## src/logic/smch_pkg.sv

```systemverilog
// constants shared by the serial command handler and its helper modules
package smch_pkg;
    // function codes
    localparam logic [7:0] FC_DIAG = 8'h08;
    localparam logic [7:0] FC_WRITE_ONE = 8'h06;
    localparam logic [7:0] FC_WRITE_MULTI = 8'h10;
    localparam logic [7:0] FC_SAVE = 8'h41;
    localparam logic [7:0] FC_SERVO = 8'h42;
    localparam logic [7:0] FC_ALARM_CLR = 8'h43;
    localparam logic [7:0] FC_JOG = 8'h44;
    localparam logic [7:0] FC_EXC_FLAG = 8'h80;
    // exception codes
    localparam logic [7:0] EXC_NONE = 8'h00;
    localparam logic [7:0] EXC_BAD_FUNC = 8'h01;
    localparam logic [7:0] EXC_BAD_INDEX = 8'h02;
    localparam logic [7:0] EXC_BAD_VALUE = 8'h03;
    localparam logic [7:0] EXC_BUSY = 8'h04;
    // command arguments
    localparam logic [7:0] SERVO_ON = 8'h55;
    localparam logic [7:0] SERVO_OFF = 8'hAA;
    localparam logic [7:0] JOG_EXIT = 8'h00;
    localparam logic [7:0] JOG_FWD = 8'h01;
    localparam logic [7:0] JOG_REV = 8'h02;
    localparam logic [7:0] JOG_HOLD = 8'h03;
    localparam logic [15:0] SAVE_KEY_INDEX = 16'h1001;
    localparam logic [15:0] SAVE_KEY_VALUE = 16'h1234;
    localparam logic [15:0] JOG_SPEED_INDEX = 16'h004C;
    localparam logic [15:0] JOG_SPEED_RESET = 16'h0000;
    localparam logic [16:0] PARAM_COUNT = 17'h0_0100;
    localparam logic [15:0] MAX_WRITE_COUNT = 16'h000A;
    // frame layout: byte positions
    localparam logic [4:0] POS_ADDR = 5'h00;
    localparam logic [4:0] POS_FC = 5'h01;
    localparam logic [4:0] POS_ARG = 5'h02;
    localparam logic [4:0] POS_IDX_L = 5'h03;
    localparam logic [4:0] POS_CNT_H = 5'h04;
    localparam logic [4:0] POS_CNT_L = 5'h05;
    localparam logic [4:0] POS_BYTES = 5'h06;
    localparam logic [4:0] POS_DATA = 5'h07;
    // frame lengths; requests include the check code, the multi-write and exception replies exclude it
    localparam logic [5:0] LEN_MIN = 6'h04;
    localparam logic [5:0] LEN_BARE = 6'h04;
    localparam logic [5:0] LEN_ONE_ARG = 6'h05;
    localparam logic [5:0] LEN_DIAG = 6'h06;
    localparam logic [5:0] LEN_WRITE_ONE = 6'h08;
    localparam logic [6:0] LEN_MULTI_FIXED = 7'h09;
    localparam logic [5:0] LEN_MULTI_REPLY = 6'h06;
    localparam logic [5:0] LEN_EXC_REPLY = 6'h03;
    // frame store
    localparam int BUF_DEPTH = 32;
    localparam logic [5:0] BUF_FULL = 6'h20;
    // check code
    localparam logic [15:0] CRC_POLY = 16'hA001;
    localparam logic [15:0] CRC_INIT = 16'hFFFF;
    localparam logic [15:0] CRC_RESIDUE = 16'h0000;

    typedef enum logic [3:0] {
        ST_IDLE = 4'b0000,
        ST_CHECK = 4'b0001,
        ST_WRITE = 4'b0010,
        ST_EXC_FC = 4'b0011,
        ST_EXC_CODE = 4'b0100,
        ST_TX = 4'b0101,
        ST_TX_CRC_LO = 4'b0110,
        ST_TX_CRC_HI = 4'b0111,
        ST_DRAIN = 4'b1000
    } smch_state_e;
endpackage

```

## src/logic/smch_crc16.sv

```systemverilog
// bytewise check-code accumulator, one byte per clock
`timescale 1ns/10ps
`default_nettype none
module smch_crc16 (
    input wire logic mclk,
    input wire logic srst,
    input wire logic clear,
    input wire logic byte_valid,
    input wire logic [7:0] byte_data,
    output logic [15:0] crc
);
    logic [15:0] stage [9];
    logic [15:0] crc_reg;

    assign stage[0] = crc_reg ^ {8'h00, byte_data};
    genvar g;
    generate
        for (g = 0; g < 8; g = g + 1) begin : g_bit
            assign stage[g + 1] = stage[g][0] ? ((stage[g] >> 1) ^ smch_pkg::CRC_POLY)
                                              : (stage[g] >> 1);
        end
    endgenerate

    always_ff @(posedge mclk) begin
        if (srst || clear) begin
            crc_reg <= smch_pkg::CRC_INIT;
        end else if (byte_valid) begin
            crc_reg <= stage[8];
        end
    end

    assign crc = crc_reg;
endmodule
`default_nettype wire

```

## src/logic/smch_frame_store.sv

```systemverilog
// byte store for one frame, single write port, all entries visible
`timescale 1ns/10ps
`default_nettype none
module smch_frame_store (
    input wire logic mclk,
    input wire logic srst,
    input wire logic wr_en,
    input wire logic [4:0] wr_idx,
    input wire logic [7:0] wr_data,
    output logic [smch_pkg::BUF_DEPTH*8-1:0] flat
);
    genvar g;
    generate
        for (g = 0; g < smch_pkg::BUF_DEPTH; g = g + 1) begin : g_entry
            logic [7:0] entry_reg;
            always_ff @(posedge mclk) begin
                if (srst) begin
                    entry_reg <= 8'h00;
                end else if (wr_en && wr_idx == 5'(g)) begin
                    entry_reg <= wr_data;
                end
            end
            assign flat[g*8 +: 8] = entry_reg;
        end
    endgenerate
endmodule
`default_nettype wire

```

## src/logic/smch_cmd_handler.sv

```systemverilog
// slave command handler for the serial parameter link of a servo drive
//
// Overview of operation
// multi-write carries at most ten values
// multi-write header: address, 0x10, index, count
// byte-count field equals twice the count
// each value high byte then low byte
// values stored at consecutive indices from start
// multi-write reply echoes header plus check code
// check code sent low byte first
// failure reply: code with bit 7, exception
// diagnosis reply equals the request exactly
// diagnosis data bytes echoed unchanged
// save command copies parameters, short reply
// master waits over five seconds after save
// single write 0x1234 at 0x1001 saves
// single write reply echoes the request
// flag 0x55 enables servo, 0xAA disables
// alarm clear clears alarms, echoes request
// jog modes hold, forward, reverse, exit
// jog speed taken from dedicated parameter
`timescale 1ns/10ps
`default_nettype none
module smch_cmd_handler (
    input wire logic mclk,
    input wire logic srst,
    input wire logic [7:0] station_addr,
    input wire logic [7:0] rx_data,
    input wire logic rx_valid,
    input wire logic rx_frame_end,
    input wire logic save_busy,
    input wire logic tx_ready,
    output logic [7:0] tx_data,
    output logic tx_valid,
    output logic tx_last,
    output logic busy,
    output logic par_wr_en,
    output logic [15:0] par_wr_index,
    output logic [15:0] par_wr_data,
    output logic save_start,
    output logic alarm_clear,
    output logic servo_enable,
    output logic [1:0] jog_mode,
    output logic [15:0] jog_speed_cmd
);
    smch_pkg::smch_state_e state_reg, state_next;
    logic [5:0] rx_cnt_reg, rx_cnt_next;
    logic overflow_reg, overflow_next;
    logic [7:0] exc_code_reg, exc_code_next;
    logic [3:0] wr_i_reg, wr_i_next;
    logic [5:0] tx_idx_reg, tx_idx_next;
    logic [5:0] tx_len_reg, tx_len_next;
    logic fresh_crc_reg, fresh_crc_next;
    logic [7:0] tx_data_reg, tx_data_next;
    logic tx_valid_reg, tx_valid_next;
    logic tx_last_reg, tx_last_next;
    logic par_wr_en_reg, par_wr_en_next;
    logic [15:0] par_wr_index_reg, par_wr_index_next;
    logic [15:0] par_wr_data_reg, par_wr_data_next;
    logic save_start_reg, alarm_clear_reg, busy_reg;
    logic servo_enable_reg, servo_enable_next;
    logic [1:0] jog_mode_reg, jog_mode_next;
    logic [15:0] jog_speed_param_reg, jog_speed_cmd_reg;

    logic [smch_pkg::BUF_DEPTH*8-1:0] store_flat;
    logic [7:0] fb [smch_pkg::BUF_DEPTH];
    logic [15:0] rx_crc, tx_crc;

    genvar g;
    generate
        for (g = 0; g < smch_pkg::BUF_DEPTH; g = g + 1) begin : g_byte
            assign fb[g] = store_flat[g*8 +: 8];
        end
    endgenerate

    // received frame fields
    wire [7:0] fc = fb[smch_pkg::POS_FC];
    wire [7:0] arg = fb[smch_pkg::POS_ARG];
    wire [15:0] idx16 = {fb[smch_pkg::POS_ARG], fb[smch_pkg::POS_IDX_L]};
    wire [15:0] cnt16 = {fb[smch_pkg::POS_CNT_H], fb[smch_pkg::POS_CNT_L]};
    wire [7:0] byte_cnt = fb[smch_pkg::POS_BYTES];

    wire is_diag = fc == smch_pkg::FC_DIAG;
    wire is_one = fc == smch_pkg::FC_WRITE_ONE;
    wire is_multi = fc == smch_pkg::FC_WRITE_MULTI;
    wire is_save = fc == smch_pkg::FC_SAVE;
    wire is_servo = fc == smch_pkg::FC_SERVO;
    wire is_alarm = fc == smch_pkg::FC_ALARM_CLR;
    wire is_jog = fc == smch_pkg::FC_JOG;
    wire known = is_diag | is_one | is_multi | is_save | is_servo | is_alarm | is_jog;

    // the check code is taken over the whole frame, so a good frame leaves the residue
    wire frame_ok = rx_cnt_reg >= smch_pkg::LEN_MIN && !overflow_reg
                    && fb[smch_pkg::POS_ADDR] == station_addr
                    && rx_crc == smch_pkg::CRC_RESIDUE;

    wire count_ok = cnt16 != 16'h0000 && cnt16 <= smch_pkg::MAX_WRITE_COUNT;
    wire bytes_ok = {8'h00, byte_cnt} == {cnt16[14:0], 1'b0};
    wire [6:0] multi_len = smch_pkg::LEN_MULTI_FIXED + {1'b0, cnt16[4:0], 1'b0};
    wire [16:0] multi_end = {1'b0, idx16} + {1'b0, cnt16};
    wire range_ok = multi_end <= smch_pkg::PARAM_COUNT;
    wire save_key_hit = is_one && idx16 == smch_pkg::SAVE_KEY_INDEX
                        && cnt16 == smch_pkg::SAVE_KEY_VALUE;
    wire one_idx_ok = {1'b0, idx16} < smch_pkg::PARAM_COUNT
                      || idx16 == smch_pkg::SAVE_KEY_INDEX;

    wire len_ok = is_multi ? ({1'b0, rx_cnt_reg} == multi_len)
                : is_diag ? (rx_cnt_reg == smch_pkg::LEN_DIAG)
                : is_one ? (rx_cnt_reg == smch_pkg::LEN_WRITE_ONE)
                : (is_servo | is_jog) ? (rx_cnt_reg == smch_pkg::LEN_ONE_ARG)
                : (rx_cnt_reg == smch_pkg::LEN_BARE);

    wire servo_arg_ok = arg == smch_pkg::SERVO_ON || arg == smch_pkg::SERVO_OFF;
    wire jog_arg_ok = arg <= smch_pkg::JOG_HOLD;

    // priority: unknown code, malformed frame, bad index, bad argument, busy
    wire [7:0] exc_code = !known ? smch_pkg::EXC_BAD_FUNC
                        : (is_multi && !(count_ok && bytes_ok)) ? smch_pkg::EXC_BAD_VALUE
                        : !len_ok ? smch_pkg::EXC_BAD_VALUE
                        : (is_multi && !range_ok) ? smch_pkg::EXC_BAD_INDEX
                        : (is_one && !one_idx_ok) ? smch_pkg::EXC_BAD_INDEX
                        : (is_servo && !servo_arg_ok) ? smch_pkg::EXC_BAD_VALUE
                        : (is_jog && !jog_arg_ok) ? smch_pkg::EXC_BAD_VALUE
                        : ((is_save || save_key_hit) && save_busy) ? smch_pkg::EXC_BUSY
                        : smch_pkg::EXC_NONE;

    wire in_check = state_reg == smch_pkg::ST_CHECK;
    wire accept = in_check && frame_ok && exc_code == smch_pkg::EXC_NONE;
    wire rx_take = state_reg == smch_pkg::ST_IDLE && rx_valid && !rx_frame_end;
    wire rx_store = rx_take && rx_cnt_reg != smch_pkg::BUF_FULL;
    wire can_load = !tx_valid_reg || tx_ready;
    wire tx_feed = state_reg == smch_pkg::ST_TX && can_load;

    // multi-write walk: value i sits at data position + 2i
    wire [4:0] hi_pos = smch_pkg::POS_DATA + {wr_i_reg, 1'b0};
    wire [4:0] lo_pos = hi_pos + 5'h01;
    wire [15:0] multi_index = idx16 + {12'h000, wr_i_reg};
    wire last_value = {12'h000, wr_i_reg} == cnt16 - 16'h0001;

    // store write port: incoming bytes, or the two exception fields over the request
    wire st_we = rx_store || state_reg == smch_pkg::ST_EXC_FC
                 || state_reg == smch_pkg::ST_EXC_CODE;
    wire [4:0] st_idx = state_reg == smch_pkg::ST_EXC_FC ? smch_pkg::POS_FC
                      : state_reg == smch_pkg::ST_EXC_CODE ? smch_pkg::POS_ARG
                      : rx_cnt_reg[4:0];
    wire [7:0] st_data = state_reg == smch_pkg::ST_EXC_FC ? (fc | smch_pkg::FC_EXC_FLAG)
                       : state_reg == smch_pkg::ST_EXC_CODE ? exc_code_reg
                       : rx_data;

    wire jog_speed_hit = par_wr_en_next && par_wr_index_next == smch_pkg::JOG_SPEED_INDEX;
    wire [15:0] jog_speed_cmd_next = jog_mode_next == smch_pkg::JOG_FWD[1:0]
                                     ? jog_speed_param_reg
                                   : jog_mode_next == smch_pkg::JOG_REV[1:0]
                                     ? 16'h0000 - jog_speed_param_reg
                                   : 16'h0000;

    smch_frame_store u_store (
        .mclk(mclk),
        .srst(srst),
        .wr_en(st_we),
        .wr_idx(st_idx),
        .wr_data(st_data),
        .flat(store_flat)
    );

    smch_crc16 u_rx_crc (
        .mclk(mclk),
        .srst(srst),
        .clear(in_check),
        .byte_valid(rx_store),
        .byte_data(rx_data),
        .crc(rx_crc)
    );

    smch_crc16 u_tx_crc (
        .mclk(mclk),
        .srst(srst),
        .clear(in_check),
        .byte_valid(tx_feed),
        .byte_data(fb[tx_idx_reg[4:0]]),
        .crc(tx_crc)
    );

    always_comb begin
        state_next = state_reg;
        rx_cnt_next = rx_cnt_reg;
        overflow_next = overflow_reg;
        exc_code_next = exc_code_reg;
        wr_i_next = wr_i_reg;
        tx_idx_next = tx_idx_reg;
        tx_len_next = tx_len_reg;
        fresh_crc_next = fresh_crc_reg;
        tx_data_next = tx_data_reg;
        tx_valid_next = tx_valid_reg && !tx_ready;
        tx_last_next = tx_last_reg && !tx_ready;
        par_wr_en_next = 1'b0;
        par_wr_index_next = par_wr_index_reg;
        par_wr_data_next = par_wr_data_reg;
        servo_enable_next = servo_enable_reg;
        jog_mode_next = jog_mode_reg;
        case (state_reg)
            smch_pkg::ST_IDLE: begin
                if (rx_frame_end) begin
                    state_next = smch_pkg::ST_CHECK;
                end else if (rx_take) begin
                    if (rx_store) begin
                        rx_cnt_next = rx_cnt_reg + 6'h01;
                    end else begin
                        overflow_next = 1'b1;
                    end
                end
            end
            smch_pkg::ST_CHECK: begin
                exc_code_next = exc_code;
                wr_i_next = 4'h0;
                tx_idx_next = 6'h00;
                rx_cnt_next = 6'h00;
                overflow_next = 1'b0;
                // silent drop for foreign address or damaged frame
                if (!frame_ok) begin
                    state_next = smch_pkg::ST_IDLE;
                end else if (exc_code != smch_pkg::EXC_NONE) begin
                    state_next = smch_pkg::ST_EXC_FC;
                end else if (is_multi) begin
                    state_next = smch_pkg::ST_WRITE;
                end else begin
                    // echo replies resend the stored request with its own check code
                    tx_len_next = rx_cnt_reg;
                    fresh_crc_next = 1'b0;
                    state_next = smch_pkg::ST_TX;
                end
                if (accept && is_one && {1'b0, idx16} < smch_pkg::PARAM_COUNT) begin
                    par_wr_en_next = 1'b1;
                    par_wr_index_next = idx16;
                    par_wr_data_next = cnt16;
                end
                if (accept && is_servo) begin
                    servo_enable_next = arg == smch_pkg::SERVO_ON;
                    jog_mode_next = smch_pkg::JOG_EXIT[1:0];
                end
                if (accept && is_jog) begin
                    servo_enable_next = arg != smch_pkg::JOG_EXIT;
                    jog_mode_next = arg[1:0];
                end
            end
            smch_pkg::ST_WRITE: begin
                par_wr_en_next = 1'b1;
                par_wr_index_next = multi_index;
                par_wr_data_next = {fb[hi_pos], fb[lo_pos]};
                wr_i_next = wr_i_reg + 4'h1;
                if (last_value) begin
                    tx_len_next = smch_pkg::LEN_MULTI_REPLY;
                    fresh_crc_next = 1'b1;
                    state_next = smch_pkg::ST_TX;
                end
            end
            smch_pkg::ST_EXC_FC: begin
                state_next = smch_pkg::ST_EXC_CODE;
            end
            smch_pkg::ST_EXC_CODE: begin
                tx_len_next = smch_pkg::LEN_EXC_REPLY;
                fresh_crc_next = 1'b1;
                state_next = smch_pkg::ST_TX;
            end
            smch_pkg::ST_TX: begin
                if (can_load) begin
                    tx_data_next = fb[tx_idx_reg[4:0]];
                    tx_valid_next = 1'b1;
                    tx_idx_next = tx_idx_reg + 6'h01;
                    if (tx_idx_reg == tx_len_reg - 6'h01) begin
                        tx_last_next = !fresh_crc_reg;
                        state_next = fresh_crc_reg ? smch_pkg::ST_TX_CRC_LO
                                                   : smch_pkg::ST_DRAIN;
                    end
                end
            end
            smch_pkg::ST_TX_CRC_LO: begin
                if (can_load) begin
                    tx_data_next = tx_crc[7:0];
                    tx_valid_next = 1'b1;
                    state_next = smch_pkg::ST_TX_CRC_HI;
                end
            end
            smch_pkg::ST_TX_CRC_HI: begin
                if (can_load) begin
                    tx_data_next = tx_crc[15:8];
                    tx_valid_next = 1'b1;
                    tx_last_next = 1'b1;
                    state_next = smch_pkg::ST_DRAIN;
                end
            end
            smch_pkg::ST_DRAIN: begin
                if (tx_ready) begin
                    state_next = smch_pkg::ST_IDLE;
                end
            end
            default: begin
                state_next = smch_pkg::ST_IDLE;
            end
        endcase
    end

    always_ff @(posedge mclk) begin
        if (srst) begin
            state_reg <= smch_pkg::ST_IDLE;
            rx_cnt_reg <= 6'h00;
            overflow_reg <= 1'b0;
            exc_code_reg <= smch_pkg::EXC_NONE;
            wr_i_reg <= 4'h0;
            tx_idx_reg <= 6'h00;
            tx_len_reg <= 6'h00;
            fresh_crc_reg <= 1'b0;
            tx_data_reg <= 8'h00;
            tx_valid_reg <= 1'b0;
            tx_last_reg <= 1'b0;
            busy_reg <= 1'b0;
            par_wr_en_reg <= 1'b0;
            par_wr_index_reg <= 16'h0000;
            par_wr_data_reg <= 16'h0000;
            save_start_reg <= 1'b0;
            alarm_clear_reg <= 1'b0;
            servo_enable_reg <= 1'b0;
            jog_mode_reg <= 2'b00;
            jog_speed_param_reg <= smch_pkg::JOG_SPEED_RESET;
            jog_speed_cmd_reg <= 16'h0000;
        end else begin
            state_reg <= state_next;
            rx_cnt_reg <= rx_cnt_next;
            overflow_reg <= overflow_next;
            exc_code_reg <= exc_code_next;
            wr_i_reg <= wr_i_next;
            tx_idx_reg <= tx_idx_next;
            tx_len_reg <= tx_len_next;
            fresh_crc_reg <= fresh_crc_next;
            tx_data_reg <= tx_data_next;
            tx_valid_reg <= tx_valid_next;
            tx_last_reg <= tx_last_next;
            busy_reg <= state_next != smch_pkg::ST_IDLE;
            par_wr_en_reg <= par_wr_en_next;
            par_wr_index_reg <= par_wr_index_next;
            par_wr_data_reg <= par_wr_data_next;
            save_start_reg <= accept && (is_save || save_key_hit);
            alarm_clear_reg <= accept && is_alarm;
            servo_enable_reg <= servo_enable_next;
            jog_mode_reg <= jog_mode_next;
            if (jog_speed_hit) begin
                jog_speed_param_reg <= par_wr_data_next;
            end
            jog_speed_cmd_reg <= jog_speed_cmd_next;
        end
    end

    assign tx_data = tx_data_reg;
    assign tx_valid = tx_valid_reg;
    assign tx_last = tx_last_reg;
    assign busy = busy_reg;
    assign par_wr_en = par_wr_en_reg;
    assign par_wr_index = par_wr_index_reg;
    assign par_wr_data = par_wr_data_reg;
    assign save_start = save_start_reg;
    assign alarm_clear = alarm_clear_reg;
    assign servo_enable = servo_enable_reg;
    assign jog_mode = jog_mode_reg;
    assign jog_speed_cmd = jog_speed_cmd_reg;
endmodule
`default_nettype wire

```

## config.mk

```make
export PLATFORM = sky130hd
export DESIGN_NAME = smch_cmd_handler
export DESIGN_NICKNAME = d
export VERILOG_FILES = /design/src/logic/smch_pkg.sv /design/src/logic/smch_crc16.sv /design/src/logic/smch_frame_store.sv /design/src/logic/smch_cmd_handler.sv
export SDC_FILE = /design/constraint.sdc
export NUM_CORES = 1
export LEC_CHECK = 0
export BUFFER_PORTS_ARGS = -buffer_cell sky130_fd_sc_hd__buf_4
export CAP_MARGIN = 20
export CELL_PAD_IN_SITES_DETAIL_PLACEMENT = 1
export CELL_PAD_IN_SITES_GLOBAL_PLACEMENT = 1
export CORE_UTILIZATION = 54
export CTS_CLUSTER_DIAMETER = 50
export DETAILED_ROUTE_END_ITERATION = 10
export GPL_TIMING_DRIVEN = 0
export PLACE_DENSITY = 0.88
export SLEW_MARGIN = 20
export SYNTH_ARGS = -nofsm -noshare
export SYNTH_HDL_FRONTEND = slang
export SYNTH_HIERARCHICAL = 1
export SYNTH_SLANG_ARGS = --single-unit
```

## constraint.sdc

```tcl
create_clock -name mclk -period 9.1 [get_ports mclk]
set_input_delay 1.365 -clock mclk [delete_from_list [all_inputs] [get_ports mclk]]
set_output_delay 1.365 -clock mclk [all_outputs]
set_load 0.02 [all_outputs]
```

==> results of run 1 <==
==> placed cells by master (no fill, tap or decap), drive strengths merged, types with 11 or more instances in the layout <==
cell type	instances
o21ai	54
and2	15
mux4	152
nand2	140
nor4	26
nor2	126
nand2b	269
a211oi	23
mux2	25
nor3	35
xor2	28
mux2i	282
ha	36
inv	31
clkinv	13
nand4	22
a31oi	16
dfxtp	400
buf	150
clkbuf	181
xnor2	74
a21oi	77
and3	11
or3	21
nor2b	40
nand3	26
==> layout make-up <==
cell class | count | area share, %
Clock inverter | 29 | 1.46
Sequential cell | 400 | 30.3
Inverter | 26 | 0.370
Buffer | 184 | 3.13
Antenna cell | 2 | 0.0190
Multi-Input combinational cell | 1657 | 54.6
Timing Repair Buffer | 88 | 2.55
Clock buffer | 59 | 4.98
Tap cell | 539 | 2.55
==> through the flow <==
step	total power, mW	worst slack [ns]	util, %	std cells
CTS	4.08	1.66	62.4	2981
finish	4.09	1.39	62.5	2984
global placement	2.02	1.88	58.4	2892
floorplan	1.95	4.16	-	2267
global route	4.18	1.23	62.5	2982
detailed placement	2.03	1.66	58.4	2893
==> routing by layer <==
| metal | GRT usage, % | wire [um] |
|---|---|---|
| met2 | 69.7 | 43700 |
| met5 | 0.779 | 136 |
| met3 | 14.2 | 10900 |
| met1 | 50.1 | 34100 |
| met4 | 30.5 | 7830 |
==> power by group through the flow <==
| stage | Sequential [mW] | Combinational [mW] | Clock [mW] |
|---|---|---|---|
| floorplan | 1.80 | 0.146 | 0 |
| global placement | 1.81 | 0.212 | 0 |
| detailed placement | 1.81 | 0.219 | 0 |
| CTS | 1.77 | 0.224 | 2.09 |
| global route | 1.77 | 0.240 | 2.17 |
| finish | 1.77 | 0.235 | 2.09 |
==> path summary, 6_finish.rpt <==
| path | from | to | slack [ns] | cells past startpoint |
|---|---|---|---|---|
| worst max-delay path | wr_i_reg[0] | jog_speed_param_reg[13] | 1.39 | 15 |
| worst min-delay path | exc_code_reg[1] | exc_code_reg[1] | 0.48 | 2 |
| worst max register to register | wr_i_reg[0] | jog_speed_param_reg[13] | 1.39 | 15 |
| worst min register to register | exc_code_reg[1] | exc_code_reg[1] | 0.48 | 2 |
==> worst max-delay path, cell delays in order, from the launching register on <==
cell and delay [ns]:
dfxtp_1 0.38, clkbuf_1 0.59, buf_1 0.71, clkbuf_1 0.75, clkbuf_1 0.59, inv_1 0.18
ha_1 0.42, buf_1 0.60, clkbuf_1 0.73, clkbuf_1 0.82, mux4_2 0.50, mux2i_1 0.28
a211oi_1 0.17, a221oi_1 0.38, nor2_1 0.18, mux2_4 0.30
==> logic make-up after synthesis <==
group,share of synthesized area (%)
compound gates,7.70
xor+xnor,4.69
fa+ha+maj,2.10
buf+inv,3.93
flops,34.3
mux,28.1
simple gates,19.1
==> metrics.txt, run 1 <==
mean instance size in the synthesized netlist 10.3 um2; DRC Markers 0; final RePlAce weighted congestion 1.07; via count normalized by instance count 7.04; global-route wire length before repair 143000 um; count of fill cells added during filler insertion 4564; fraction of registers with async set/reset 0%; final-report max-slew violation count 0; Critical Setup Path Class flop to flop; status completed; number of iterations in the first detailed-routing pass 5; maximum clock rate 130 MHz; share of the clock period used by the worst path after layout 84.7%; worst min-delay path category flop to flop; combined flip-flop and latch cell area 8010 um2; die span in x 210 um; worst max-slew margin expressed relative to the limit 20.0%; Placeable Area 42200 um2; Buffers on Ports 86; worst setup skew after layout 0.0360 ns; maximum number of pins on one net before global-route repair 15; Area Growth Syn to Fin 13.2%; total of flip-flops plus latches after synthesis 400; Data required, critical path 9.58 ns; die extent in y 210 um; Nets 2465; number of distinct library cells after synthesis 91; overflow left after global routing 0; Synthesis Warnings 6; synthesized net count 2327; Clock Tree Buf Depth 3; setup_tns 0 ns; worst endpoint data arrival time 8.19 ns; Post-CTS Hold Fix Bufs 0; Leakage 11.0 nW; CTS root buf clkbuf_16; DP Area 24700 um2; boundary pin count 87; sequential-to-total area share from yosys stat 34.3%; largest voltage drop on the vdd net 0.000137 V; max capacitance violation total 0; proportion of total power due to net switching 24.6%; CTS tree built; total number of placement rows 75; sequential share of power 43.3%; H-tree depth 2; detailed placement HPWL 67800 um; die area 44000 um2; initial core utilization 55.2%; total clock sinks 400; most numerous cell types in the synthesized netlist 400 x dfxtp_1, 282 x mux2i_1, 269 x nand2b_1; Gates resized, CTS repair 0; Synth Flop Type dfxtp_1; cell types with the largest area share after synthesis dfxtp_1 34%, mux4_2 15%, mux2i_1 12%, nand2b_1 7.2%, xnor2_1 2.6%; Power Internal 3.09 mW; Pwr per Cell Area 155 nW/um2; maximum fanout along the worst path 10; setup repair after global routing missed its margin no; final wirelength 96600 um; count leader, synth dfxtp_1; clock network fraction of design power 51.0%; library cell with the largest summed area after synthesis dfxtp_1; final design instance area without fill 26400 um2; cells after synthesis 2267; Yosys top cell area share 34.3%; number of enable-type register cells in the synthesized netlist 0; via count of the first global-routing pass 22100; critical path launch point type flop; all-layer global routing usage 43.9%; net switching power 1.01 mW; area used by multi-input combinational logic 14400 um2; Iter 0 DRT Violations 2650; clock-pin slew on the worst setup and hold paths 0.06 ns; proportion of power drawn by combinational gates 5.7%; endpoint class of the critical path flop; worst-case hold slack 0.476 ns; Synth Cell Area 23300 um2; antenna-violating nets left 0; clock period minus final worst setup slack 7.71 ns; overall via count from detail_route 21000; final setup violating endpoints 0; Post-CTS Setup Inserts 0; layout cell share with drive strength beyond 1 19.6%; number of CTS-inserted buffers 48; initial antenna violation count 10; actual slew at the worst max-slew pin 1.20 ns; number of flip-flops under the largest register name 256; per-cell routed wire length 32.4 um; hold violation total from the final report 0; clock insertion delay at the later pin of the skew report 0.62 ns
Note: power is estimated with default switching activity, not from simulation.
==> run 2: changes to the inputs <==
- CORE_UTILIZATION: 54 -> 50
- PLACE_DENSITY: 0.88 -> 0.82
- clock period: 9.1 -> 7.1 ns (I/O delays scaled with it)
==> run 2 against run 1 <==
Design area increased by 0.25%. Sequential share of layout area fell by 0.075 points. Highest routed layer unchanged. Clock-buffer cell count increased by 13. Combinational power is 27% higher. Critical path type unchanged. Clock power is 26% higher.
==> metrics.txt, run 2 (synthesis results as in run 1) <==
status completed; initial core utilization 51.1%; Critical Setup Path Class flop to flop; worst max-slew margin expressed relative to the limit 17.9%; number of flip-flops under the largest register name 256; count of fill cells added during filler insertion 4927; Placed Instances 2954; share of the clock period used by the worst path after layout 95.7%; clock period minus final worst setup slack 6.79 ns; Buf/Inv on CP 7; overall via count from detail_route 20100; Buffers on Ports 86; maximum fanout along the worst path 19; Post-CTS Setup Inserts 0; Clock Tree Buf Depth 3; non-filler cells, final 3049; final antenna diode count 0; Iter 0 DRT Violations 2134; Nets 2467; final RePlAce weighted congestion 0.983; critical-path cell list clkbuf_1, clkbuf_2, clkbuf_2, clkbuf_1, inv_1, ha_1, buf_1, buf_2, mux4_2, mux2i_1, a211oi_1, a221oi_1, nor2_1, mux2_4; Pwr per Cell Area 197 nW/um2; layout cell share with drive strength beyond 1 19.6%; global-route wire length before repair 136000 um; largest voltage drop on the vdd net 0.000196 V; initial antenna violation count 3; cell at the slowest stage of the critical path buf_2; die area 47500 um2; setup repair after global routing missed its margin no; clock insertion delay at the later pin of the skew report 0.63 ns; max capacitance violation total 0; total number of placement rows 78; number of CTS-inserted buffers 51; actual slew at the worst max-slew pin 1.23 ns; via count normalized by instance count 6.58; DRC Markers 0; endpoint class of the critical path flop; Post-CTS Hold Fix Bufs 0; worst min-delay path category flop to flop; highest-count cells in the layout ignoring fill and taps 400 x dfxtp_1, 282 x mux2i_1, 269 x nand2b_1, 152 x mux4_2; die extent in y 218 um; die span in x 218 um; delay of the slowest critical-path stage 0.76 ns; maximum number of pins on one net before global-route repair 20; Area Growth Syn to Fin 13.4%; number of iterations in the first detailed-routing pass 5; H-tree depth 2; clock-pin slew on the worst setup and hold paths 0.06 ns; total clock sinks 400; Leakage 11.0 nW; overflow left after global routing 0; worst-case hold slack 0.477 ns; hold violation total from the final report 0; cell family contributing the most delay on the critical path buffers and inverters; CTS root buf clkbuf_16; all-layer global routing usage 39.0%; final setup violating endpoints 0; final wirelength 92200 um; Data required, critical path 7.61 ns; worst endpoint data arrival time 7.31 ns; commonest non-fill, non-tap cell in the layout dfxtp_1; antenna-violating nets left 0; final-report max-slew violation count 0; critical path launch point type flop; per-cell routed wire length 30.2 um; detailed placement HPWL 67200 um; Placeable Area 45700 um2; worst setup skew after layout 0.0253 ns; maximum clock rate 147 MHz; boundary pin count 87; via count of the first global-routing pass 21100; CTS tree built
run 2: power by group:
part	switching (mW)	total, mW	internal [mW]
combinational	0.185	0.299	0.114
sequential	0.0167	2.27	2.25
clock	1.10	2.64	1.54
run 2: what timing repair did:
action,4_1_cts,5_1_grt
pin swaps,0,0
endpoints found under the setup margin,32,11
gates resized for setup,4,2
hold endpoints to repair,0,0
run 2: metrics by stage:
step / setup TNS [ns] / power (mW) / utilization, % / instance area (um2) / setup slack, ns
2_1_floorplan: 0 / 2.50 / - / 23300 / 2.16
3_3_place_gp: -10.93 / 2.60 / 54.1 / 24700 / -0.629
3_5_place_dp: -12.64 / 2.61 / 54.2 / 24700 / -0.735
4_1_cts: 0 / 5.21 / 57.9 / 26400 / 0.189
5_1_grt: 0 / 5.33 / 57.9 / 26500 / 0.106
6_report: 0 / 5.21 / 57.9 / 26500 / 0.306
run 2: worst paths after layout:
kind	startpoint	end	slack [ns]	cells after the start
worst min register to register	exc_code_reg[1]	exc_code_reg[1]	0.48	2
worst max-delay path	wr_i_reg[0]	jog_speed_param_reg[12]	0.31	14
worst max register to register	wr_i_reg[0]	jog_speed_param_reg[12]	0.31	14
worst min-delay path	exc_code_reg[1]	exc_code_reg[1]	0.48	2
run 2: worst min-delay path, stage by stage, from the launching register on:
cell,delay (ns)
dfxtp_1,0.31
nand2_1,0.06
o41ai_1,0.06
run 2: layer usage:
layer,vias up,GRT usage [%],part of all wire [%]
li1,8494,-,-
met1,10000,47.0,38
met2,1128,62.0,45
met3,390,9.99,9.3
met4,4,25.0,7.5
met5,-,0,0.027
run 2: area by class of cell:
| cell class | instances | area (um2) | area share, % |
|---|---|---|---|
| Tap cell | 600 | 751 | 2.84 |
| Timing Repair Buffer | 88 | 672 | 2.54 |
| Buffer | 183 | 827 | 3.13 |
| Clock inverter | 23 | 229 | 0.865 |
| Sequential cell | 400 | 8010 | 30.3 |
| Clock buffer | 72 | 1480 | 5.58 |
| Multi-Input combinational cell | 1657 | 14400 | 54.4 |
| Inverter | 26 | 97.6 | 0.369 |
==> run 3: changes to the inputs <==
- RECOVER_POWER: default -> 50
==> run 3 against run 2 <==
Maximum frequency decreased by 0.68%. Wire length increased by 0.27%. Hold slack got worse by 0.0024 ns. Power increased by 0.11%. Sequential share of layout area increased by 0.42 points. Combinational power about the same. Via count increased by 0.44%. Register-to-register slack got worse by 0.05 ns. Non-clock buffer count unchanged.
==> metrics.txt, run 3 (synthesis results as in run 1) <==
status completed; per-cell routed wire length 30.3 um; DRC Markers 0; number of flip-flops under the largest register name 256; detailed placement HPWL 67200 um; final wirelength 92500 um; smallest setup slack after layout 0.259 ns; worst endpoint data arrival time 7.36 ns; largest voltage drop on the vdd net 0.000196 V; critical path launch point type flop; boundary pin count 87; via count of the first global-routing pass 21100; setup repair after global routing missed its margin no; number of iterations in the first detailed-routing pass 5; die span in x 218 um; worst setup skew after layout 0.0249 ns; Pwr per Cell Area 200 nW/um2; all-layer global routing usage 39.0%; maximum clock rate 146 MHz; layout cell share with drive strength beyond 1 15.4%; Data required, critical path 7.62 ns; max capacitance violation total 0; via count normalized by instance count 6.61; die extent in y 218 um; Placeable Area 45700 um2; overall via count from detail_route 20100; hold violation total from the final report 0; Leakage 10.6 nW; Gates resized, CTS repair 4; die area 47500 um2; worst max-slew margin expressed relative to the limit 18.2%; final setup violating endpoints 0; clock-pin slew on the worst setup and hold paths 0.06 ns; H-tree depth 2; final antenna diode count 0; total number of placement rows 78; Area Growth Syn to Fin 11.9%; initial antenna violation count 3; worst min-delay path category flop to flop; share of the clock period used by the worst path after layout 96.3%; highest-count cells in the layout ignoring fill and taps 400 x dfxtp_1, 282 x mux2i_1, 269 x nand2b_1, 202 x clkbuf_1, 152 x mux4_2; clock period minus final worst setup slack 6.84 ns; number of CTS-inserted buffers 51; initial core utilization 51.1%; setup slack after placement -0.735 ns; clock insertion delay at the later pin of the skew report 0.64 ns; commonest non-fill, non-tap cell in the layout dfxtp_1; Iter 0 DRT Violations 2038; antenna-violating nets left 0; actual slew at the worst max-slew pin 1.23 ns; CTS root buf clkbuf_16; total clock sinks 400; maximum number of pins on one net before global-route repair 20; endpoint class of the critical path flop; maximum fanout along the worst path 19; CTS tree built; Buffers on Ports 86; Post-CTS Setup Inserts 0; Critical Setup Path Class flop to flop; Post-CTS Hold Fix Bufs 0; global-route wire length before repair 136000 um; final-report max-slew violation count 0; Clock Tree Buf Depth 3; final RePlAce weighted congestion 0.983; overflow left after global routing 0; Nets 2467; post-route total power 5.21 mW; count of fill cells added during filler insertion 4996
-- run 3: cell count changes in the layout (fill, tap and decap cells not counted), moves of 2 or more --
cell,previous run,this run
buf_4,103,37
buf_6,5,3
clkbuf_1,125,202
nand2_2,31,10
buf_2,31,23
nand2_1,109,130
-- run 3: final timing paths --
| kind | start | end | slack, ns | cells after the start |
|---|---|---|---|---|
| worst max-delay path | wr_i_reg[0] | jog_speed_param_reg[12] | 0.26 | 14 |
| worst min register to register | exc_code_reg[1] | exc_code_reg[1] | 0.47 | 2 |
| worst max register to register | wr_i_reg[0] | jog_speed_param_reg[12] | 0.26 | 14 |
| worst min-delay path | exc_code_reg[1] | exc_code_reg[1] | 0.47 | 2 |
-- run 3: final cells by class --
cell class                 instances  area, um2  share of cell area (%)
buffer                           183        802                    3.07
clock buffer                      72       1480                    5.66
clock inverter                    23        229                   0.877
inverter                          26       97.6                   0.374
multi-input combinational       1657      14300                    54.8
sequential                       400       8010                    30.7
tap                              600        751                    2.88
timing repair buffer              88        424                    1.63
-- run 3: critical path, stage by stage, from the launching register on --
cell and delay (ns):
dfxtp_1 0.41, clkbuf_1 0.57, clkbuf_2 0.54, clkbuf_2 0.51, clkbuf_1 0.60, inv_1 0.16, ha_1 0.38, buf_1 0.65
buf_2 0.76, mux4_2 0.58, mux2i_1 0.59, a211oi_1 0.22, a221oi_1 0.26, nor2_1 0.16, mux2_4 0.30
-- run 3: where the power goes --
| group | internal (mW) | switching [mW] | leakage [nW] |
|---|---|---|---|
| combinational | 0.113 | 0.185 | 6.56 |
| sequential | 2.25 | 0.0167 | 3.22 |
| clock | 1.54 | 1.10 | 0.844 |
-- run 3: layer usage --
layer  share of wire, %  global-route usage [%]  vias to the layer above  routed length, um
li1                   -                       -                     8493                  -
met1                 38                    47.0                    10100              35100
met2                 45                    62.0                     1127              42000
met3                9.2                    9.99                      387               8520
met4                7.4                    25.0                        4               6800
met5              0.034                       0                        -                 31
-- run 3: per-stage QoR --
stage          area, um2  util [%]  TNS (ns)  std cells  hold slack, ns
2_1_floorplan      23300         -         0       2267           0.419
3_5_place_dp       24700      54.2    -12.64       2954           0.455
5_1_grt            26100      57.1         0       3049           0.503
6_report           26100      57.1         0       3049           0.474
4_1_cts            26400      57.9         0       3048           0.484
3_3_place_gp       24700      54.1    -10.93       2953           0.444
